===== src/verilog/loop_diag_pkg.sv =====
// Purpose: shared constants and types for the loop diagnostics exchange
// Assumes: all durations are counted in line symbol periods
// Notes: symbol rate is set by the modem core through a symbol tick
package loop_diag_pkg;

    // clock of the exchange logic
    localparam int CLK_PERIOD_NS = 4;

    localparam int SYM_CNT_W = 16;

    // state durations in symbols
    localparam logic [15:0] MARKER_SYMS = 16'h0040;
    localparam logic [15:0] POST_SEND_SYMS = 16'h0100;
    localparam logic [15:0] ACK_SYMS = 16'h0040;
    localparam logic [15:0] NACK_SYMS = 16'h0040;
    localparam logic [15:0] POST_ACK_SYMS = 16'h0100;
    localparam logic [15:0] RESP_LIMIT_SYMS = 16'h0080;

    // eight symbols per bit, eight bits per octet
    localparam int BIT_SEL_LSB = 3;
    localparam int OCTET_SEL_LSB = 6;
    localparam logic [5:0] OCTET_SYM_PAD = 6'h00;

    localparam logic [7:0] ACK_OCTET = 8'h55;
    localparam logic [7:0] SEQ_RESET = 8'h00;

    typedef enum logic [1:0] {
        SYM_QUIET,
        SYM_REFERENCE,
        SYM_MARKER
    } line_sym_t;

    typedef struct packed {
        logic valid;
        line_sym_t sym;
    } sym_out_t;

    typedef struct packed {
        logic done;
        logic crc_ok;
        logic [7:0] seq;
    } rx_msg_t;

    typedef struct packed {
        logic seen;
        logic ok;
    } rx_ack_t;

endpackage : loop_diag_pkg


===== src/verilog/loop_diag_exchange_remote.sv =====
// Purpose: remote transceiver exchange-phase message flow controller
// Assumes: ticks, receive events and message bytes share i_clk
// Notes: message store gives octets combinationally, crc octets included
//
// Function
// at exchange start send 64 marker symbols, then the first message
// after each sent message hold 256 silent symbols, watching for ack
// no or corrupted ack by silence end: marker again, same message
// valid ack and messages left: marker again, next message
// resends per message are capped; beyond cap invoke init reset
// last message acked: wait in silence for first far-end message
// answer a far-end message within 128 symbols of its end; a message ending in post-ack silence is answered only after that silence
// error-free far-end message gets the positive acknowledgement
// check value mismatch gets the negative acknowledgement
// positive ack is octet 01010101 over 64 symbols, bit modulated
// no check value is appended to the positive ack octet
// negative ack is 64 silent symbols only
// after either ack state send 256 silent symbols
// central side goes idle or back to its marker in that silence
// after that silence go idle or back to waiting, as central did
// entering idle sets the link-off state
// a repeated far-end message with same sequence is discarded
// each bit is eight symbols, zero reference, one marker
// octets in ascending order from sequence number, lsb first
// keep last accepted sequence number, match means duplicate
`timescale 1ns/1ps
module loop_diag_exchange_remote
    import loop_diag_pkg::*;
#(
    parameter int NUM_MSG = 9,
    parameter int MAX_RESEND = 4
) (
    input wire logic i_clk,
    input wire logic i_rstn,
    input wire logic i_start,
    input wire logic i_sym_tick,
    input wire logic [8:0] i_tx_len,
    input wire logic [7:0] i_tx_data,
    input wire rx_msg_t i_rx_msg,
    input wire rx_ack_t i_rx_ack,
    input wire logic i_central_idle,
    input wire logic i_central_marker,
    output logic [3:0] o_tx_msg,
    output logic [8:0] o_tx_octet,
    output sym_out_t o_sym,
    output logic o_link_off,
    output logic o_init_reset,
    output logic o_rx_accept
);

    localparam logic [3:0] LAST_MSG = 4'(NUM_MSG - 1);
    localparam logic [3:0] RESEND_CAP = 4'(MAX_RESEND);

    typedef enum logic [3:0] {
        ST_OFF,
        ST_MARKER,
        ST_MESSAGE,
        ST_POST_SEND,
        ST_AWAIT,
        ST_ACK,
        ST_NACK,
        ST_POST_ACK,
        ST_IDLE,
        ST_FAILED
    } ex_state_t;

    ex_state_t state_reg;
    ex_state_t state_next;
    logic [15:0] sym_cnt_reg;
    logic [15:0] dur;
    logic has_dur;
    logic step_end;
    logic at_rest;
    logic start_go;
    logic [3:0] msg_idx_reg;
    logic [3:0] retry_reg;
    logic ack_ok_reg;
    logic ack_set;
    logic central_idle_reg;
    logic rx_pend_reg;
    logic rx_crc_ok_reg;
    logic rx_set;
    logic rx_check;
    logic rx_dup;
    logic [7:0] mod_byte;
    line_sym_t mod_sym;

    assign at_rest = (state_reg == ST_OFF) || (state_reg == ST_IDLE) ||
                     (state_reg == ST_FAILED);
    assign start_go = i_start && at_rest;

    always_comb begin
        has_dur = 1'b1;
        case (state_reg)
            ST_MARKER: dur = MARKER_SYMS;
            ST_MESSAGE: dur = {1'b0, i_tx_len, OCTET_SYM_PAD};
            ST_POST_SEND: dur = POST_SEND_SYMS;
            ST_ACK: dur = ACK_SYMS;
            ST_NACK: dur = NACK_SYMS;
            ST_POST_ACK: dur = POST_ACK_SYMS;
            default: begin
                dur = 16'hffff;
                has_dur = 1'b0;
            end
        endcase
    end

    assign step_end = i_sym_tick && has_dur &&
                      (sym_cnt_reg == dur - 16'h0001);

    always_comb begin
        state_next = state_reg;
        case (state_reg)
            ST_OFF, ST_IDLE, ST_FAILED: begin
                if (i_start) begin
                    state_next = ST_MARKER;
                end
            end
            ST_MARKER: begin
                if (step_end) begin
                    state_next = ST_MESSAGE;
                end
            end
            ST_MESSAGE: begin
                if (step_end) begin
                    state_next = ST_POST_SEND;
                end
            end
            ST_POST_SEND: begin
                if (step_end) begin
                    if (ack_ok_reg) begin
                        state_next = (msg_idx_reg == LAST_MSG) ?
                                     ST_AWAIT : ST_MARKER;
                    end else if (retry_reg == RESEND_CAP) begin
                        state_next = ST_FAILED;
                    end else begin
                        state_next = ST_MARKER;
                    end
                end
            end
            ST_AWAIT: begin
                // first tick after the message end, far inside the bound; a message that ended in the post-ack silence waits until that silence ends
                if (i_sym_tick && rx_pend_reg) begin
                    state_next = rx_crc_ok_reg ? ST_ACK : ST_NACK;
                end
            end
            ST_ACK, ST_NACK: begin
                if (step_end) begin
                    state_next = ST_POST_ACK;
                end
            end
            ST_POST_ACK: begin
                if (step_end) begin
                    state_next = central_idle_reg ? ST_IDLE : ST_AWAIT;
                end
            end
            default: state_next = ST_OFF;
        endcase
    end

    always_ff @(posedge i_clk or negedge i_rstn) begin
        if (!i_rstn) begin
            state_reg <= ST_OFF;
        end else begin
            state_reg <= state_next;
        end
    end

    // no state loops onto itself, so any change restarts the count
    always_ff @(posedge i_clk or negedge i_rstn) begin
        if (!i_rstn) begin
            sym_cnt_reg <= 16'h0000;
        end else if (state_next != state_reg) begin
            sym_cnt_reg <= 16'h0000;
        end else if (i_sym_tick && has_dur) begin
            sym_cnt_reg <= sym_cnt_reg + 16'h0001;
        end
    end

    always_ff @(posedge i_clk or negedge i_rstn) begin
        if (!i_rstn) begin
            msg_idx_reg <= 4'h0;
            retry_reg <= 4'h0;
        end else if (start_go) begin
            msg_idx_reg <= 4'h0;
            retry_reg <= 4'h0;
        end else if (state_reg == ST_POST_SEND && step_end) begin
            if (ack_ok_reg && msg_idx_reg != LAST_MSG) begin
                msg_idx_reg <= msg_idx_reg + 4'h1;
                retry_reg <= 4'h0;
            end else if (!ack_ok_reg) begin
                retry_reg <= retry_reg + 4'h1;
            end
        end
    end

    // corrupted acks are simply not counted
    assign ack_set = (state_reg == ST_POST_SEND) && i_rx_ack.seen &&
                     i_rx_ack.ok;

    always_ff @(posedge i_clk or negedge i_rstn) begin
        if (!i_rstn) begin
            ack_ok_reg <= 1'b0;
        end else if (ack_set) begin
            ack_ok_reg <= 1'b1;
        end else if (state_next == ST_POST_SEND &&
                     state_reg != ST_POST_SEND) begin
            ack_ok_reg <= 1'b0;
        end
    end

    // silence from the central side counts as going back to its marker
    always_ff @(posedge i_clk or negedge i_rstn) begin
        if (!i_rstn) begin
            central_idle_reg <= 1'b0;
        end else if (state_reg == ST_POST_ACK && i_central_idle) begin
            central_idle_reg <= 1'b1;
        end else if ((state_reg == ST_POST_ACK && i_central_marker) ||
                     (state_next == ST_POST_ACK &&
                      state_reg != ST_POST_ACK)) begin
            central_idle_reg <= 1'b0;
        end
    end

    // a message may end late in the post-ack silence as well
    assign rx_set = i_rx_msg.done &&
                    (state_reg == ST_AWAIT || state_reg == ST_POST_ACK);

    always_ff @(posedge i_clk or negedge i_rstn) begin
        if (!i_rstn) begin
            rx_pend_reg <= 1'b0;
            rx_crc_ok_reg <= 1'b0;
        end else if (rx_set) begin
            rx_pend_reg <= 1'b1;
            rx_crc_ok_reg <= i_rx_msg.crc_ok;
        end else if (start_go ||
                     (state_reg == ST_AWAIT && state_next != ST_AWAIT)) begin
            rx_pend_reg <= 1'b0;
        end
    end

    assign rx_check = rx_set && i_rx_msg.crc_ok;

    seq_dup_filter u_dup (
        .i_clk(i_clk),
        .i_rstn(i_rstn),
        .i_clear(start_go),
        .i_check(rx_check),
        .i_seq(i_rx_msg.seq),
        .o_dup(rx_dup)
    );

    // a duplicate is still acknowledged, only its delivery is dropped
    always_ff @(posedge i_clk or negedge i_rstn) begin
        if (!i_rstn) begin
            o_rx_accept <= 1'b0;
        end else begin
            o_rx_accept <= rx_check && !rx_dup;
        end
    end

    // ack octet stands alone, no check octets follow
    assign mod_byte = (state_reg == ST_ACK) ? ACK_OCTET : i_tx_data;

    line_sym_modulator u_mod (
        .i_byte(mod_byte),
        .i_bit_sel(sym_cnt_reg[OCTET_SEL_LSB-1:BIT_SEL_LSB]),
        .o_sym(mod_sym)
    );

    assign o_tx_msg = msg_idx_reg;
    assign o_tx_octet = sym_cnt_reg[OCTET_SEL_LSB+8:OCTET_SEL_LSB];

    always_ff @(posedge i_clk or negedge i_rstn) begin
        if (!i_rstn) begin
            o_sym <= '{valid: 1'b0, sym: SYM_QUIET};
        end else if (i_sym_tick) begin
            o_sym.valid <= 1'b1;
            case (state_reg)
                ST_MARKER: o_sym.sym <= SYM_MARKER;
                ST_MESSAGE, ST_ACK: o_sym.sym <= mod_sym;
                default: o_sym.sym <= SYM_QUIET;
            endcase
        end else begin
            o_sym.valid <= 1'b0;
        end
    end

    always_ff @(posedge i_clk or negedge i_rstn) begin
        if (!i_rstn) begin
            o_link_off <= 1'b0;
        end else if (state_next == ST_IDLE && state_reg != ST_IDLE) begin
            o_link_off <= 1'b1;
        end else if (start_go) begin
            o_link_off <= 1'b0;
        end
    end

    always_ff @(posedge i_clk or negedge i_rstn) begin
        if (!i_rstn) begin
            o_init_reset <= 1'b0;
        end else begin
            o_init_reset <= (state_next == ST_FAILED) &&
                            (state_reg != ST_FAILED);
        end
    end
endmodule : loop_diag_exchange_remote


===== src/verilog/line_sym_modulator.sv =====
// Purpose: maps one octet to its line symbols, eight symbols per bit
// Assumes: symbol index counts within the octet, lsb first
// Notes: purely combinational, caller registers the result
`timescale 1ns/1ps
module line_sym_modulator
    import loop_diag_pkg::*;
(
    input wire logic [7:0] i_byte,
    input wire logic [2:0] i_bit_sel,
    output line_sym_t o_sym
);

    logic bit_val;

    assign bit_val = i_byte[i_bit_sel];

    // one is marker, zero is reference
    assign o_sym = bit_val ? SYM_MARKER : SYM_REFERENCE;

endmodule : line_sym_modulator


===== src/verilog/seq_dup_filter.sv =====
// Purpose: remembers the last accepted far-end sequence number
// Assumes: i_check pulses once per error-free incoming message
// Notes: cleared at the start of each exchange
`timescale 1ns/1ps
module seq_dup_filter
    import loop_diag_pkg::*;
(
    input wire logic i_clk,
    input wire logic i_rstn,
    input wire logic i_clear,
    input wire logic i_check,
    input wire logic [7:0] i_seq,
    output logic o_dup
);

    logic [7:0] seq_reg;
    logic valid_reg;

    // duplicate only after a first message was taken
    assign o_dup = valid_reg && (i_seq == seq_reg);

    always_ff @(posedge i_clk or negedge i_rstn) begin
        if (!i_rstn) begin
            seq_reg <= SEQ_RESET;
            valid_reg <= 1'b0;
        end else if (i_clear) begin
            seq_reg <= SEQ_RESET;
            valid_reg <= 1'b0;
        end else if (i_check && !o_dup) begin
            seq_reg <= i_seq;
            valid_reg <= 1'b1;
        end
    end

endmodule : seq_dup_filter


===== config.mk =====
export PLATFORM = sky130hd
export DESIGN_NAME = loop_diag_exchange_remote
export DESIGN_NICKNAME = d
export VERILOG_FILES = /design/src/verilog/loop_diag_pkg.sv /design/src/verilog/loop_diag_exchange_remote.sv /design/src/verilog/line_sym_modulator.sv /design/src/verilog/seq_dup_filter.sv
export SDC_FILE = /design/constraint.sdc
export NUM_CORES = 1
export LEC_CHECK = 0
export ABC_AREA = 1
export BUFFER_PORTS_ARGS = -buffer_cell sky130_fd_sc_hd__buf_4
export CORE_MARGIN = 3
export CORE_UTILIZATION = 45
export DETAILED_ROUTE_END_ITERATION = 10
export GPL_ROUTABILITY_DRIVEN = 0
export GPL_TIMING_DRIVEN = 0
export PLACE_DENSITY = 0.67
export SYNTH_ARGS = -nofsm -noshare
export SYNTH_HDL_FRONTEND = slang
export SYNTH_HIERARCHICAL = 1
export SYNTH_SLANG_ARGS = --single-unit

===== constraint.sdc =====
create_clock -name i_clk -period 6.32 [get_ports i_clk]
set_input_delay 1.264 -clock i_clk [delete_from_list [all_inputs] [get_ports i_clk]]
set_output_delay 1.264 -clock i_clk [all_outputs]
set_load 0.01 [all_outputs]

After elaboration in Yosys (flattened, before gate mapping)
Cells that the tools add are included.
{"block": "totals", "register_bits": 47}
{"block": "op_classes", "n_reduce_logical": 42, "n_mux": 42, "n_eq_ne": 25, "order_cmp": 1, "n_addsub": 4}
{"cell": "4-bit two-way mux", "n": 17}
{"cell": "16-bit one-hot mux with 3 select lines", "n": 1}
{"cell": "16-bit two-way mux", "n": 2}
{"cell": "4-bit one-hot mux with 7 select lines", "n": 1}
{"cell": "4-bit by 3-bit equality test with 1-bit output (second input constant)", "n": 6}
{"cell": "8-bit two-way mux", "n": 3}
{"cell": "4-bit equality test (second input constant)", "n": 5}
{"cell": "1-bit logical AND", "n": 19}
{"cell": "16-bit by 1-bit adder with 16-bit output (second input constant)", "n": 1}
{"cell": "16-bit equality test", "n": 1}
{"cell": "2-bit nonzero test", "n": 8}
{"cell": "16-bit by 1-bit subtractor with 16-bit output (second input constant)", "n": 1}
{"cell": "1-bit two-way mux", "n": 13}
{"cell": "4-bit by 2-bit equality test with 1-bit output (second input constant)", "n": 3}
{"cell": "4-bit inequality test (second input constant)", "n": 3}
{"cell": "4-bit by 1-bit adder with 4-bit output (second input constant)", "n": 2}
{"cell": "8-bit equality test", "n": 1}
{"cell": "4-bit by 3-bit inequality test with 1-bit output (second input constant)", "n": 2}
{"cell": "2-bit OR reduction", "n": 3}
{"cell": "3-bit OR reduction", "n": 2}
{"cell": "6-bit OR reduction", "n": 1}
{"cell": "1-bit logical OR", "n": 5}
{"cell": "4-bit by 1-bit equality test with 1-bit output (second input constant)", "n": 1}
{"cell": "4-bit logical NOT", "n": 1}
{"cell": "10 further kinds", "n": 12}

Depth between registers and ports, before layout
{"block": "depth", "word_depth": 13, "ltp_mapped": 31, "ltp_nobuf": 29}

Modules after synthesis
The synthesis kept the hierarchy.
{"mod": "loop_diag_exchange_remote", "area_each_um2": 2944.1, "cells_per_inst": 414, "instances": 1}
{"mod": "seq_dup_filter", "area_each_um2": 614.3, "cells_per_inst": 84, "instances": 1}
{"mod": "line_sym_modulator", "area_each_um2": 131.4, "cells_per_inst": 32, "instances": 1}

Worst setup path after synthesis
Ideal clock, no wire load.
{"block": "synth_timing", "path_type": "input -> register", "start": "in i_tx_len[0]", "end": "reg sym_cnt_reg[1]", "path_slack_ns": 2.758, "arrival_time_ns": 3.434, "required_ns": 6.192, "path_stages": 25, "cell_sequence": "inv_1 nor2_4 nor2_4 nand2_2 inv_2 ha_1 nand2_1 inv_1 nor4_1 nand4_1 inv_1 nand2_1 inv_1 nand2_1 nor2_4 nand3_2 nand2_1 nand2_1 nand2_1 nand2_2 nand2_1 nand2_2 nand3_4 buf_12 nor2_4"}
{"block": "synth_via", "elab_chain_len": 8, "elab_cells_between_ends": 13, "classes_between": "add/sub: 1; eq/ne: 2; mux: 8; reduce/logical: 2"}
{"element": "from (decl)", "line_no": "loop_diag_exchange_remote.sv:37", "rtl": "input wire logic [8:0] i_tx_len,"}
{"element": "16-bit one-hot mux with 3 select lines (*)", "line_no": "loop_diag_exchange_remote.sv:94", "rtl": "case (state_reg)"}
{"element": "16-bit by 1-bit subtractor with 16-bit output (*)", "line_no": "loop_diag_exchange_remote.sv:109", "rtl": "(sym_cnt_reg == dur - 16'h0001);"}
{"element": "16-bit equality test (*)", "line_no": "loop_diag_exchange_remote.sv:109"}
{"element": "1-bit logical AND (*)", "line_no": "loop_diag_exchange_remote.sv:108", "rtl": "assign step_end = i_sym_tick && has_dur &&"}
{"element": "4-bit two-way mux (on tied branches)"}
{"element": "4-bit one-hot mux with 7 select lines (*)", "line_no": "loop_diag_exchange_remote.sv:113", "rtl": "case (state_reg)"}
{"element": "net state_next[1]", "line_no": "loop_diag_exchange_remote.sv:68", "rtl": "ex_state_t state_next;"}
{"element": "4-bit inequality test (*)", "line_no": "loop_diag_exchange_remote.sv:173", "rtl": "end else if (state_next != state_reg) begin"}
{"element": "16-bit two-way mux / 2-bit nonzero test (equally long branches)"}
{"element": "to (signal assigned)", "line_no": "loop_diag_exchange_remote.sv:176", "rtl": "sym_cnt_reg <= sym_cnt_reg + 16'h0001;"}
{"element": "to (decl)", "line_no": "loop_diag_exchange_remote.sv:69", "rtl": "logic [15:0] sym_cnt_reg;"}
The timed path passes the listed nets; every way through them passes the cells marked *.
A chain may end at the register's enable or synchronous reset.

Final worst setup path
{"block": "layout_timing", "start": "in i_tx_len[0]", "end": "reg sym_cnt_reg[12]"}
The elaborated chain is that of the path after synthesis.

==> out/results.ini <==
[sta]
slew_viol_final = 0
setup_violations = 0
final_hold_viol_count = 0
worst_slack_ns = 2.514
finalSetupTns_ns = 0
rsz0062_at_grt = no
fmax_mhz = 262.7
final.setup_skew_ns = 0.008635
period_minus_slack_ns = 3.806
relSlewSlack_pct = 60.10
period_share_pct = 60.22
worst_slew_pin_slew_ns = 0.5984

[critical_path]
crit_buf_inv = 7
critPathTopFamily = simple AND/OR/NAND/NOR gates
crit_slowest_cell = nor4_1
arrival_ns = 4.05
slowest_delay_ns = 0.26
cp.required_ns = 6.56
reg2reg_slack_ns = 2.73
crit_type = in2reg
startpoint_type = primary input
worst-path-max-fanout = 10
cp-end-kind = flip-flop

[global_routing]
grt_pass1_vias = 3135
use_met3_pct = 2.324
grt_max_degree = 48
busiest_layer = met2
grt_use_total_pct = 18.35
met1_usage_pct = 25.51
overflow = 0
use_met2_pct = 30.00
grt_antenna_before_repair = 0
grt_pass1_wl_mm = 13.77

[route]
wl_per_cell_um = 11.66
vias = 3341
drc = 0
drtPass1Iterations = 4
ant_nets = 0
wirelength_mm = 8.066
routed_via_density = 4.828
drt_iter0_drc = 147

[final_layout]
final_nets = 631
area_growth_pct = 17.12
largest_reg_flops = 16
final_cells = 692
drive_gt1_share_pct = 23.05
fin_util_pct = 55.07
antennaDiodeCount = 0

[floorplanning]
initial_core_util_pct = 47.02
io_pins = 54
die_h_um = 96.55
core_area_mm2 = 0.007848
fp.dieArea_mm2 = 0.009322
rows = 32
die_x_um = 96.55

[synth]
ys_seq_elements = 47
ys_seq_area_share_pct = 31.88
synth.most_common_cell = nand2_1
synth_common_cells = nand2_1, inv_1, nand3_1
synth_area_mm2 = 0.003690
yosysTopAreaCell = dfrtp_1
synth_warnings = 6
ys.flop_type = dfrtp_1
synth_edf_count = 0
syn_nets = 571
synthArstFlopShare_pct = 100.0
syn_avg_cell_area_um2 = 6.962
yosysTopAreaCellShare_pct = 31.88
synth.distinct_cells = 37
synthCells = 530
yosys-top-cells-area = dfrtp_1, nand2_1, inv_1

[placement]
dp_slack_ns = 2.220
port_buffers = 53
dpl.cell_count = 685
hpwl_mm = 6.382

[cts]
cts_made_buffers = 5
clkTransAtPathRegs_ns = 0.09
cts.htree.levels = 2
cts_tree = yes
clock_path_buffers = 2
cts_resized = 0
insertion_delay_ns = 0.30
cts.sinks = 47
postCtsHoldBufs = 0
cts-root-buf = clkbuf_8
postCtsSetupRepairBufs = 0

[flow_run]
cap_violations = 0

[power_and_ir_drop]
worst_ir_drop_vdd_mv = 0.2077
p_leak_nw = 2.217
powerDensity_mw_per_mm2 = 345.8

[status]
status = complete, no violations

[min_path]
hold_path_class = reg2reg

## stage by stage
step | total power (W) | area [um^2] | hold WS [ns]
after global placement | 0.001258 | 4215 | 0.4674
after global routing | 0.001630 | 4322 | 0.5176
after CTS | 0.001503 | 4322 | 0.5010
after detailed placement | 0.001277 | 4215 | 0.4737
after floorplan | 0.001086 | 3690 | 0.4714
final | 0.001494 | 4322 | 0.4996
## final timing paths
check / startpoint / to / cells past startpoint
min: o_link_off / o_link_off / 2
min reg2reg: o_link_off / o_link_off / 2
min in group asynchronous: i_rstn / u_dup/seq_reg[1] / 1
max: i_tx_len[0] / sym_cnt_reg[12] / 25
max in group asynchronous: i_rstn / u_dup/seq_reg[6] / 1
max reg2reg: state_reg[3] / sym_cnt_reg[12] / 25
## cell usage in the layout, fill, tap and decap left out, types with 16 or more instances in the layout
cell,netlist,routed
buf_4,10,63
inv_1,83,83
dfrtp_1,47,47
nand4_1,19,19
o21ai_0,17,17
nand2_1,128,128
nand3_1,62,62
nor2_1,46,46
xor2_1,16,16
nor2_4,18,18
## metal layers
metal / up-vias / share of wire (%)
li1: 1773 / -
met1: 1501 / 49
met2: 56 / 46
met3: 11 / 3.9
met4: 0 / 1.3
met5: - / 0
## where the power goes
group          internal, W  total, W  switching, W  leakage [nW]
logic             0.000306  0.000899      0.000592          1.53
registers         0.000341  0.000377     0.0000362         0.640
clock network     0.000116  0.000219      0.000103        0.0502
total             0.000763   0.00149      0.000731          2.22
## tightest hold or removal path: stages, from the launching register on
cell and delay [ns]:
dfrtp_1 0.36, nand2_1 0.05, nand2_1 0.06
## cells by family (layout without fill, tap and decap cells)
family,count (synthesis),in the layout,synth area share (%)
multiplexers,2,2,0.5426
flip-flops,47,47,31.88
AND/OR/NAND/NOR,316,316,43.10
XOR/XNOR,19,19,4.510
AO/OA/AOI/OAI,31,31,4.612
buffers and inverters,109,169,13.33
adder cells (fa/ha/maj),6,6,2.035
## layout make-up
class | instances | area, um^2
fill | 795 | 3526
multi-input combinational | 374 | 2022
sequential | 47 | 1176
timing repair buffer | 53 | 397.9
inverter | 93 | 349.1
buffer | 16 | 142.6
tap | 102 | 127.6
clock buffer | 5 | 68.82
clock inverter | 2 | 37.54
No activity file was read; power rests on OpenSTA's default activity.
